--- config.mk ---
export PLATFORM = sky130hd
export DESIGN_NAME = fec_ctrl
export DESIGN_NICKNAME = d
export VERILOG_FILES = /design/src/core/fec_pkg.sv /design/src/core/fec_ctrl.sv
export VERILOG_INCLUDE_DIRS = /design/src /design/src/core
export SDC_FILE = /design/constraint.sdc
export NUM_CORES = 1
export LEC_CHECK = 0
export ABC_AREA = 0
export BUFFER_PORTS_ARGS = -buffer_cell sky130_fd_sc_hd__buf_4
export CORE_MARGIN = 5
export CORE_UTILIZATION = 40
export DETAILED_ROUTE_END_ITERATION = 10
export GPL_TIMING_DRIVEN = 0
export PLACE_DENSITY = 0.69
export SKIP_CTS_REPAIR_TIMING = 1
export SLEW_MARGIN = 40
export SYNTH_ARGS = -nofsm -noshare
export SYNTH_HDL_FRONTEND = slang
export SYNTH_SLANG_ARGS = --single-unit
--- constraint.sdc ---
create_clock -name mclk -period 1.7 [get_ports mclk]
set_input_delay 0.085 -clock mclk [delete_from_list [all_inputs] [get_ports mclk]]
set_output_delay 0.085 -clock mclk [all_outputs]
set_load 0.02 [all_outputs]
--- src/core/fec_cfg.svh ---
`ifndef FEC_CFG_SVH
`define FEC_CFG_SVH

// Word byte offsets of the registers on the bus.
`define FEC_OFS_ERASE  12'h000
`define FEC_OFS_CLOCK  12'h004
`define FEC_OFS_STATUS 12'h008
`define FEC_OFS_MARGIN 12'h00C
`define FEC_OFS_ENABLE 12'h010
`define FEC_OFS_OPCMD  12'h014

// Key byte values.
`define FEC_KEY_READ  8'h96
`define FEC_KEY_WRITE 8'hA5

// Erase control field positions.
`define FEC_B_BLKWR  7
`define FEC_B_WRMODE 6
`define FEC_B_EXITEN 4
`define FEC_B_GMASS  3
`define FEC_B_MASS   2
`define FEC_B_SEG    1

// Status and lock field positions.
`define FEC_B_FAIL  7
`define FEC_B_SEGA  6
`define FEC_B_EMERGENCY_EXIT  5
`define FEC_B_LOCK  4
`define FEC_B_WAIT  3
`define FEC_B_ACCV  2
`define FEC_B_KEY_VIOLATION_FLAG  1
`define FEC_B_BUSY  0

// Margin and enable field positions.
`define FEC_B_MARGIN_ONE_ENABLE  5
`define FEC_B_MARGIN_ZERO_ENABLE  4
`define FEC_B_ACCIE 5

// Reset values of the low bytes.
`define FEC_RST_CLOCK 8'h42
`define FEC_RST_SEGA  1'b1
`define FEC_RST_LOCK  1'b1

// Last tick count of one erase or write operation; the operation lasts this value plus one divided flash clock ticks.
`define FEC_OP_TICKS 8'h0F

`endif

--- src/core/fec_pkg.sv ---
package fec_pkg;
    typedef enum logic [1:0] {
        FEC_IDLE,
        FEC_RUN,
        FEC_BLKWAIT
    } fec_state_t;

    typedef enum logic [2:0] {
        FEC_ER_NONE,
        FEC_ER_SEGMENT,
        FEC_ER_MAIN_SEL,
        FEC_ER_MAIN_INFO_SEL,
        FEC_ER_MAIN_ALL,
        FEC_ER_MAIN_INFO_ALL
    } fec_erase_t;

    typedef enum logic [1:0] {
        FEC_RD_NORMAL,
        FEC_RD_MARGIN0,
        FEC_RD_MARGIN1
    } fec_read_t;
endpackage

--- src/core/fec_ctrl.sv ---
// Notes on behaviour
// - Mass, segment and global bits decode together into the erase kind.
// - Global plus mass erases every array, information too if segment bit set.
// - Erase select bits clear on emergency exit or when erase finishes.
// - Reserved bits read zero and ignore writes.
// - Keyed registers (erase, clock, status, margin): upper byte reads 96h; writes need A5h, else power-up clear.
// - Clock select 00 auxiliary, 01 master, 10 and 11 sub-main clock.
// - Divider field divides the selected clock by value plus one.
// - Failure flag sets on clock failure or interrupt abort; software clears.
// - Writing one toggles segment-A protect; writing zero leaves it.
// - Segment-A protect spares segment A and information memory on mass erase.
// - Lock blocks write and erase; a running operation still finishes.
// - Lock during block write with wait set ends block write cleanly.
// - Wait reads one when ready for the next write, zero otherwise.
// - Access violation flag reads one while its interrupt is pending.
// - Shared enable bit gates the access violation interrupt request.
// - Wrong key sets key violation flag and power-up clear; software clears.
// - Busy reads one while the timing generator runs an operation.
// - Margin-one bit selects marginal-one reads.
// - Margin-zero selects marginal-zero reads; margin-one wins when both set.
// - Margin bits clear when the processor starts executing from flash.
// - Emergency exit clears block-write and write mode bits.
// - Erase control write during erase or write sets the violation flag.
// - Violation flag holds until cleared and feeds the non-maskable path.
`include "fec_cfg.svh"
`timescale 1ns/1ns
`default_nettype none

module fec_ctrl
    import fec_pkg::*;
(
    // Clock and reset.
    input  wire logic        mclk,
    input  wire logic        rst,
    // AHB-Lite slave.
    input  wire logic        hsel,
    input  wire logic [11:0] haddr,
    input  wire logic [1:0]  htrans,
    input  wire logic        hwrite,
    input  wire logic [2:0]  hsize,
    input  wire logic [31:0] hwdata,
    input  wire logic        hready,
    output logic      [31:0] hrdata,
    output logic             hreadyout,
    output logic             hresp,
    // Clock sources and system events.
    input  wire logic        aux_clk_tick,
    input  wire logic        master_clk_tick,
    input  wire logic        sub_main_clock_tick,
    input  wire logic        clk_src_fail,
    input  wire logic        irq_abort,
    input  wire logic        cpu_fetch_flash,
    // Flash array side.
    output logic             ftg_tick,
    output logic             erase_busy,
    output logic             program_busy,
    output fec_erase_t       erase_kind,
    output logic             spare_info,
    output fec_read_t        read_mode,
    // System outputs.
    output logic             power_up_clear,
    output logic             nmi_req
);

    // Bus address phase capture.
    logic        wr_pend_ff;
    logic        rd_pend_ff;
    logic [11:0] addr_ff;
    logic        req;
    assign req = hsel & hready & htrans[1];

    always_ff @(posedge mclk) begin
        if (rst) begin
            wr_pend_ff <= 1'b0;
            rd_pend_ff <= 1'b0;
            addr_ff    <= 12'h000;
        end else begin
            wr_pend_ff <= req & hwrite;
            rd_pend_ff <= req & ~hwrite;
            addr_ff    <= haddr;
        end
    end

    assign hreadyout = 1'b1;
    assign hresp     = 1'b0;

    // Data phase write decode.
    wire key_ok   = (hwdata[15:8] == `FEC_KEY_WRITE);
    wire hit_er   = (addr_ff == `FEC_OFS_ERASE);
    wire hit_clk  = (addr_ff == `FEC_OFS_CLOCK);
    wire hit_st   = (addr_ff == `FEC_OFS_STATUS);
    wire hit_mrg  = (addr_ff == `FEC_OFS_MARGIN);
    wire hit_ie   = (addr_ff == `FEC_OFS_ENABLE);
    wire hit_cmd  = (addr_ff == `FEC_OFS_OPCMD);
    wire hit_key  = hit_er | hit_clk | hit_st | hit_mrg;
    wire bad_key  = wr_pend_ff & hit_key & ~key_ok;
    wire good_wr  = wr_pend_ff & key_ok;
    wire wr_er    = good_wr & hit_er;
    wire wr_clk   = good_wr & hit_clk;
    wire wr_st    = good_wr & hit_st;
    wire wr_mrg   = good_wr & hit_mrg;
    wire wr_ie    = wr_pend_ff & hit_ie;
    wire wr_cmd   = wr_pend_ff & hit_cmd;

    // Register state.
    logic       blkwr_ff, wrmode_ff, exiten_ff, gmass_ff, mass_ff, seg_ff;
    logic [7:0] clkcfg_ff;
    logic       fail_ff, sega_ff, emergency_exit_ff, lock_ff, accv_ff, key_violation_flag_ff;
    logic       margin_one_enable_ff, margin_zero_enable_ff, accie_ff;
    fec_state_t state_ff;
    logic [7:0] op_cnt_ff;
    logic [5:0] div_cnt_ff;
    logic       op_erase_ff;

    wire busy     = (state_ff == FEC_RUN);
    wire wait_rdy = (state_ff != FEC_RUN);
    wire blk_wait = (state_ff == FEC_BLKWAIT);

    // Erase control writes are refused while an erase or a write, single or block, is running.
    wire er_viol  = wr_er & busy & ~(blkwr_ff & wait_rdy);
    wire clk_viol = wr_clk & busy;

    // Selected flash clock and divider.
    logic src_tick;
    always_comb begin
        case (clkcfg_ff[7:6])
            2'b00:   src_tick = aux_clk_tick;
            2'b01:   src_tick = master_clk_tick;
            default: src_tick = sub_main_clock_tick;
        endcase
    end

    // Divide by field plus one.
    wire div_wrap = src_tick & (div_cnt_ff == clkcfg_ff[5:0]);
    always_ff @(posedge mclk) begin
        if (rst) begin
            div_cnt_ff <= 6'h00;
        end else if (div_wrap) begin
            div_cnt_ff <= 6'h00;
        end else if (src_tick) begin
            div_cnt_ff <= div_cnt_ff + 6'h01;
        end
    end
    assign ftg_tick = div_wrap;

    // Operation start from the command register, gated by lock.
    wire start_ok = wr_cmd & ~lock_ff & ~emergency_exit_ff;
    wire start_er = start_ok & ~busy & ~blk_wait & (mass_ff | seg_ff);
    wire start_wr = start_ok & (state_ff != FEC_RUN) & wrmode_ff & ~(mass_ff | seg_ff);
    wire op_done  = busy & ftg_tick & (op_cnt_ff == `FEC_OP_TICKS);
    wire aborted  = busy & ((irq_abort & exiten_ff) | clk_src_fail);
    wire blk_end  = blk_wait & lock_ff & blkwr_ff;

    // Timing generator state machine.
    always_ff @(posedge mclk) begin
        if (rst) begin
            state_ff    <= FEC_IDLE;
            op_cnt_ff   <= 8'h00;
            op_erase_ff <= 1'b0;
        end else begin
            case (state_ff)
                FEC_IDLE: begin
                    op_cnt_ff <= 8'h00;
                    if (start_er | start_wr) begin
                        state_ff    <= FEC_RUN;
                        op_erase_ff <= start_er;
                    end
                end
                FEC_RUN: begin
                    if (emergency_exit_ff | aborted) begin
                        state_ff <= FEC_IDLE;
                    end else if (op_done) begin
                        state_ff <= (blkwr_ff & ~op_erase_ff) ? FEC_BLKWAIT : FEC_IDLE;
                    end else if (ftg_tick) begin
                        op_cnt_ff <= op_cnt_ff + 8'h01;
                    end
                end
                default: begin
                    op_cnt_ff <= 8'h00;
                    if (emergency_exit_ff | blk_end | ~blkwr_ff) begin
                        state_ff <= FEC_IDLE;
                    end else if (start_wr) begin
                        state_ff    <= FEC_RUN;
                        op_erase_ff <= 1'b0;
                    end
                end
            endcase
        end
    end

    // Erase control register.
    wire er_clr = emergency_exit_ff | (op_done & op_erase_ff);
    always_ff @(posedge mclk) begin
        if (rst) begin
            blkwr_ff  <= 1'b0;
            wrmode_ff <= 1'b0;
            exiten_ff <= 1'b0;
            gmass_ff  <= 1'b0;
            mass_ff   <= 1'b0;
            seg_ff    <= 1'b0;
        end else if (emergency_exit_ff) begin
            blkwr_ff  <= 1'b0;
            wrmode_ff <= 1'b0;
            exiten_ff <= 1'b0;
            gmass_ff  <= 1'b0;
            mass_ff   <= 1'b0;
            seg_ff    <= 1'b0;
        end else if (wr_er & ~er_viol) begin
            blkwr_ff  <= hwdata[`FEC_B_BLKWR];
            wrmode_ff <= hwdata[`FEC_B_WRMODE];
            exiten_ff <= hwdata[`FEC_B_EXITEN];
            gmass_ff  <= hwdata[`FEC_B_GMASS];
            mass_ff   <= hwdata[`FEC_B_MASS];
            seg_ff    <= hwdata[`FEC_B_SEG];
        end else begin
            if (blk_end) begin
                blkwr_ff <= 1'b0;
            end
            if (er_clr) begin
                gmass_ff <= 1'b0;
                mass_ff  <= 1'b0;
                seg_ff   <= 1'b0;
            end
        end
    end

    // Clock config register; refused while busy.
    always_ff @(posedge mclk) begin
        if (rst) begin
            clkcfg_ff <= `FEC_RST_CLOCK;
        end else if (wr_clk & ~busy) begin
            clkcfg_ff <= hwdata[7:0];
        end
    end

    // Status and lock register; hardware sets win over software clears.
    always_ff @(posedge mclk) begin
        if (rst) begin
            fail_ff <= 1'b0;
            sega_ff <= `FEC_RST_SEGA;
            emergency_exit_ff <= 1'b0;
            lock_ff <= `FEC_RST_LOCK;
            accv_ff <= 1'b0;
            key_violation_flag_ff <= 1'b0;
        end else begin
            fail_ff <= clk_src_fail | aborted | (wr_st ? hwdata[`FEC_B_FAIL] & fail_ff : fail_ff);
            if (wr_st & hwdata[`FEC_B_SEGA]) begin
                sega_ff <= ~sega_ff;
            end
            if (wr_st) begin
                emergency_exit_ff <= hwdata[`FEC_B_EMERGENCY_EXIT];
                lock_ff <= hwdata[`FEC_B_LOCK];
            end
            accv_ff <= er_viol | clk_viol | (wr_st ? hwdata[`FEC_B_ACCV] & accv_ff : accv_ff);
            key_violation_flag_ff <= bad_key | (wr_st ? hwdata[`FEC_B_KEY_VIOLATION_FLAG] & key_violation_flag_ff : key_violation_flag_ff);
        end
    end

    // Margin read register and shared enable bit.
    always_ff @(posedge mclk) begin
        if (rst) begin
            margin_one_enable_ff  <= 1'b0;
            margin_zero_enable_ff  <= 1'b0;
            accie_ff <= 1'b0;
        end else begin
            if (cpu_fetch_flash) begin
                margin_one_enable_ff <= 1'b0;
                margin_zero_enable_ff <= 1'b0;
            end else if (wr_mrg) begin
                margin_one_enable_ff <= hwdata[`FEC_B_MARGIN_ONE_ENABLE];
                margin_zero_enable_ff <= hwdata[`FEC_B_MARGIN_ZERO_ENABLE];
            end
            if (wr_ie) begin
                accie_ff <= hwdata[`FEC_B_ACCIE];
            end
        end
    end

    // Read mode: margin one wins over margin zero.
    assign read_mode = margin_one_enable_ff ? FEC_RD_MARGIN1 :
                       margin_zero_enable_ff ? FEC_RD_MARGIN0 : FEC_RD_NORMAL;

    // Erase kind decode.
    function automatic fec_erase_t erase_decode(input logic g, input logic m, input logic s);
        if (!m && !s) begin
            erase_decode = FEC_ER_NONE;
        end else if (!m) begin
            erase_decode = FEC_ER_SEGMENT;
        end else if (!g) begin
            erase_decode = s ? FEC_ER_MAIN_INFO_SEL : FEC_ER_MAIN_SEL;
        end else begin
            erase_decode = s ? FEC_ER_MAIN_INFO_ALL : FEC_ER_MAIN_ALL;
        end
    endfunction
    assign erase_kind   = erase_decode(gmass_ff, mass_ff, seg_ff);
    assign spare_info   = sega_ff & mass_ff;
    assign erase_busy   = busy & op_erase_ff;
    assign program_busy = busy & ~op_erase_ff;

    // Power-up clear request and non-maskable interrupt.
    logic puc_ff;
    always_ff @(posedge mclk) begin
        if (rst) begin
            puc_ff <= 1'b0;
        end else begin
            puc_ff <= bad_key;
        end
    end
    assign power_up_clear = puc_ff;
    assign nmi_req        = accv_ff & accie_ff;

    // Read data mux; reserved bits stay zero.
    wire [7:0] er_rd = {blkwr_ff, wrmode_ff, 1'b0, exiten_ff, gmass_ff, mass_ff, seg_ff, 1'b0};
    wire [7:0] st_rd = {fail_ff, sega_ff, emergency_exit_ff, lock_ff, wait_rdy, accv_ff, key_violation_flag_ff, busy};
    wire [7:0] mg_rd = {2'b00, margin_one_enable_ff, margin_zero_enable_ff, 4'h0};
    wire [15:0] rd_mux = hit_er  ? {`FEC_KEY_READ, er_rd} :
                         hit_clk ? {`FEC_KEY_READ, clkcfg_ff} :
                         hit_st  ? {`FEC_KEY_READ, st_rd} :
                         hit_mrg ? {`FEC_KEY_READ, mg_rd} :
                         hit_ie  ? {8'h00, 2'b00, accie_ff, 5'h00} : 16'h0000;
    assign hrdata = rd_pend_ff ? {16'h0000, rd_mux} : 32'h0000_0000;

    // Checks.
    a_key_violation_flag_sets: assert property (@(posedge mclk) disable iff (rst)
        bad_key |=> key_violation_flag_ff && power_up_clear) else $error("key violation missed");
    a_erase_clears: assert property (@(posedge mclk) disable iff (rst)
        (emergency_exit_ff && !wr_pend_ff) |=> !mass_ff && !seg_ff && !gmass_ff) else $error("erase bits stuck");
    a_margin_prio: assert property (@(posedge mclk) disable iff (rst)
        margin_one_enable_ff |-> read_mode == FEC_RD_MARGIN1) else $error("margin priority");
    a_accv_hold: assert property (@(posedge mclk) disable iff (rst)
        (accv_ff && !wr_st) |=> accv_ff) else $error("violation flag dropped");
    a_fetch_clear: assert property (@(posedge mclk) disable iff (rst)
        cpu_fetch_flash |=> !margin_one_enable_ff && !margin_zero_enable_ff) else $error("margin not cleared");
    a_lock_start: assert property (@(posedge mclk) disable iff (rst)
        (lock_ff && state_ff == FEC_IDLE) |=> state_ff == FEC_IDLE) else $error("started while locked");
    a_sega_toggle: assert property (@(posedge mclk) disable iff (rst)
        (wr_st && hwdata[`FEC_B_SEGA]) |=> sega_ff != $past(sega_ff)) else $error("protect no toggle");
    a_er_viol: assert property (@(posedge mclk) disable iff (rst)
        er_viol |=> accv_ff) else $error("violation not flagged");
    a_fail_set: assert property (@(posedge mclk) disable iff (rst)
        clk_src_fail |=> fail_ff) else $error("fail not set");

    // Read data checks: the key byte, the upper half and the reserved bits.
    a_key_read: assert property (@(posedge mclk) disable iff (rst)
        (rd_pend_ff && hit_key) |-> hrdata[15:8] == `FEC_KEY_READ) else $error("key byte wrong");
    a_upper_zero: assert property (@(posedge mclk) disable iff (rst)
        rd_pend_ff |-> hrdata[31:16] == 16'h0000) else $error("upper half not zero");
    a_rsvd_zero: assert property (@(posedge mclk) disable iff (rst)
        (rd_pend_ff && hit_er) |-> !hrdata[5] && !hrdata[0]) else $error("reserved bit set");

    // Operation control checks.
    a_blk_end: assert property (@(posedge mclk) disable iff (rst)
        blk_end |=> state_ff == FEC_IDLE && !blkwr_ff) else $error("block write not ended");
    a_emergency_exit_stop: assert property (@(posedge mclk) disable iff (rst)
        (emergency_exit_ff && busy) |=> !busy) else $error("exit did not stop");
    a_fail_abort: assert property (@(posedge mclk) disable iff (rst)
        aborted |=> fail_ff) else $error("abort not flagged");
    a_clk_refuse: assert property (@(posedge mclk) disable iff (rst)
        clk_viol |=> accv_ff && clkcfg_ff == $past(clkcfg_ff)) else $error("clock write not refused");
    a_er_refuse: assert property (@(posedge mclk) disable iff (rst)
        (er_viol && !emergency_exit_ff && !op_done) |=> mass_ff == $past(mass_ff) && seg_ff == $past(seg_ff))
        else $error("erase write not refused");
    a_kind_none: assert property (@(posedge mclk) disable iff (rst)
        (!mass_ff && !seg_ff) |-> erase_kind == FEC_ER_NONE) else $error("erase kind not none");
    a_margin_zero: assert property (@(posedge mclk) disable iff (rst)
        (margin_zero_enable_ff && !margin_one_enable_ff) |-> read_mode == FEC_RD_MARGIN0) else $error("margin zero missed");
    a_div_tick: assert property (@(posedge mclk) disable iff (rst)
        (ftg_tick && clkcfg_ff[5:0] != 6'h00 && !wr_clk) |=> !ftg_tick) else $error("tick too soon");

endmodule // fec_ctrl

`default_nettype wire

==> metrics.md <==
| Metric | Value |
|---|---|
| Clk_skew | 11.60 ps |
| CTS tree | done |
| GRT overflow | 0 |
| Top cells by count, synth | dfxtp_1 (55), nor2_1 (32), buf_4 (26) |
| Setup violations, final | 39 |
| Critical path type | reg -> out |
| Startpoint type of the worst setup path | flip-flop |
| Logic pwr share | 0.149 |
| Port-buffer cells | 62 |
| Max Root-Sink Buffers | 2 |
| Number of global-route vias before repair | roughly 2,500 |
| CTS Sinks | 55 |
| Worst Setup End Kind | output pin |
| Status | complete, but fails checks |
| WHS | -22.50 ps |
| EDFF count, synth | 0 |
| Sequential share of power | 0.515 |
| Total negative slack | -6847 ps |
| Vias | 2,855 |
| Metal-1 WL | between 3000 and 4000 um |
| Period utilization | 1.214 |
| Top-count cell post-synth | dfxtp_1 |
| Die Height | 96.07 um |
| Proportion of layout cells with a drive suffix above 1 | 0.4195 |
| Max Clk Rate | around 0.48 GHz |
| Non-Filler Instances | approximately 570 |
| Final hold viol count | 7 |
| Via density | 5.000 |
| Placed cell count | 526 |
| Total global routing track utilization | 0.1707 |
| Post-Synthesis Cell Area | between 2000 and 3000 um^2 |
| Tot Pwr | 0.002577 W |
| Asr flop ratio synth | 0 |
| Failing checks | hold timing, setup timing |
| Average wire per standard cell | 14.55 um |
| Clock power frac | 0.336 |
| FP Rows | 31 |
| Iteration-0 DRC Markers | 152 |
| Drt pass-1 iters | 4 |
| NetSw | about 0.00064 W |
| Area share of the largest cell type after synthesis | 0.3716 |
| Largest net degree at the start of global routing | 17 |
| Worst Max-Slew Pin Slew | 566.2 ps |
| Seq/Total Area, Yosys | 0.3716 |
| H-Tree Depth | 2 |
| P&R area growth vs syn | 50.42% |
| Pwr per Cell Area | 578.3 nW/um^2 |
| Synth Warn # | 0 |
| Crit path DAT | 1980 ps |
| GP Congestion | 0.8426 |
| Root buf cell | clkbuf_8 |
| Worst Hold Class | in -> reg |
| Switching Fraction | 0.2490 |
| Nets | approximately 530 |
| TritonCTS buffer count | 5 |
| Pleak | 1.792 nW |
| Min Tclk post-route | 2064 ps |
| Setup WS post-layout | -364.4 ps |
| Syn Inst Count | 345 |
| ANT cells | 0 |
| Global-route wire length before repair | 12,240 um |
| Area leader, netlist | dfxtp_1 |
| Slowest cell on crit path | dfxtp_2 |
| WL met2 | 4174 um |
| RSZ-0062 raised after global routing | true |
| Avg Inst Size Synth | 8.588 um^2 |
| Worst-path maximum fanout | 4 |
| CTS clk-pin slew, worst paths | 90 ps |
| Initial antenna violation count | 0 |
| CP required | 1620 ps |
| Primary FF master, synth | dfxtp_1 |
| Slew Viols, Final | 0 |
| Yosys reg bits | 55 |
| WL final | 8307 um |
| Max stage delay on crit path | 340 ps |
| Worst-path cell chain | nor4_4 > nand4b_1 > or2_4 > clkinv_4 > nand2_4 > a211oi_4 > buf_6 |
| Post-DP HPWL | 6003 um |
| VDD IR max | ~0.32 mV |
| Initial Util | 0.4107 |
| Total Die Area | slightly above 9000 um^2 |
| Yosys cell types | 55 |
| Core area | 7214 um^2 |
| DRT antenna net count | 0 |
| Max Used Layer | met4 |
| Hold Path Cell Cnt | 2 |
| Met3 Routed Length | about 470 um |
| Rel. slew slack | 0.6225 |
| Clk Latency, worst-skew pair | 320 ps |
| # DRC | 0 |
| Die Width | 96.07 um |
| Boundary pin count | 105 |
| FF-to-FF path depth | 7 |
| Number of max-cap violations | 0 |
| Int Power | 0.001936 W |
| Ranking of synthesized cells by area | dfxtp_1 (37%), buf_4 (6.6%), mux2i_1 (6.1%) |
area by class of cell:
type / instances / area [um^2]
plain buffers: 40 / 291.5
clock buffers: 5 / 68.82
clock inverters: 2 / 37.54
fillers: 627 / 2758
inverters: 9 / 41.29
multi-input cells: 260 / 1879
flip-flops and latches: 55 / 1124
well taps: 99 / 123.9
repair buffers: 101 / 890.9
power by group through the flow:
stage                     clock (W)  sequential (W)  combinational [W]
final                      0.000866         0.00133           0.000383
after global routing       0.000919         0.00133           0.000416
after CTS                  0.000871         0.00133           0.000309
after detailed placement          0         0.00136           0.000308
after global placement            0         0.00136           0.000304
after floorplan                   0         0.00136           0.000197
worst paths after layout:
check	to	startpoint	slack, ps
setup / recovery	hrdata[2]	addr_ff[6]$_SDFF_PP0_	-360
hold / removal	addr_ff[7]$_SDFF_PP0_	haddr[7]	-20
setup reg to reg	op_cnt_ff[4]$_SDFFE_PP0P_	clkcfg_ff[4]$_SDFFE_PP0P_	-270
hold reg to reg	fail_ff$_SDFF_PP0_	fail_ff$_SDFF_PP0_	480
sequential cells by signal (all words and copies together) (netlist names), 2 cells and up:
| signal | cells |
|---|---|
| addr_ff | 12 |
| state_ff | 2 |
| op_cnt_ff | 8 |
| clkcfg_ff | 8 |
| div_cnt_ff | 6 |
metal layers:
| metal | global-route usage | vias up |
|---|---|---|
| met5 | 0 | - |
| met4 | 0.04502 | 0 |
| met3 | 0.02971 | 8 |
| met2 | 0.2887 | 76 |
| met1 | 0.2235 | 1355 |
| li1 | - | 1416 |
cell usage in the layout, fill, tap and decap left out, drive strengths merged, types with 5 or more instances in the layout:
| cell | instances |
|---|---|
| buf | 125 |
| dfxtp | 55 |
| nor2 | 33 |
| conb | 22 |
| nor2b | 21 |
| a21oi | 20 |
| mux2i | 18 |
| nand2 | 18 |
| nor3 | 14 |
| o21ai | 13 |
| clkbuf | 11 |
| xor2 | 10 |
| dlygate4sd3 | 10 |
| nand3 | 10 |
| inv | 8 |
| nand4 | 6 |
| and2 | 6 |
| nor4 | 6 |
| or4 | 6 |
| and3 | 5 |
| o31ai | 5 |
critical path: cells and delay by family, from the launching register on:
kind | cells | cell delay [ps]
AO/OA/AOI/OAI | 1 | 200
AND/OR/NAND/NOR | 4 | 890
buffers and inverters | 2 | 240
flip-flops | 1 | 340
through the flow:
step	area (um^2)	setup slack (ps)	hold slack [ps]	util
floorplan	3100	-102.4	161.7	-
global placement	3690	-359.3	258.1	0.5114
detailed placement	3690	-384.2	260.6	0.5114
CTS	3796	-734.0	-66.62	0.5262
global route	4457	-461.2	2.486	0.6178
finish	4457	-364.4	-22.50	0.6178
cells by family after synthesis:
kind of cell | Yosys count | share of synthesized area
multiplexers | 20 | 0.07221
other | 2 | 0.002535
buffers and inverters | 50 | 0.09924
flip-flops | 55 | 0.3716
AO/OA/AOI/OAI | 60 | 0.1318
adder cells (fa/ha/maj) | 2 | 0.008445
XOR/XNOR | 11 | 0.03252
AND/OR/NAND/NOR | 145 | 0.2817
No activity file was read; power rests on OpenSTA's default activity.
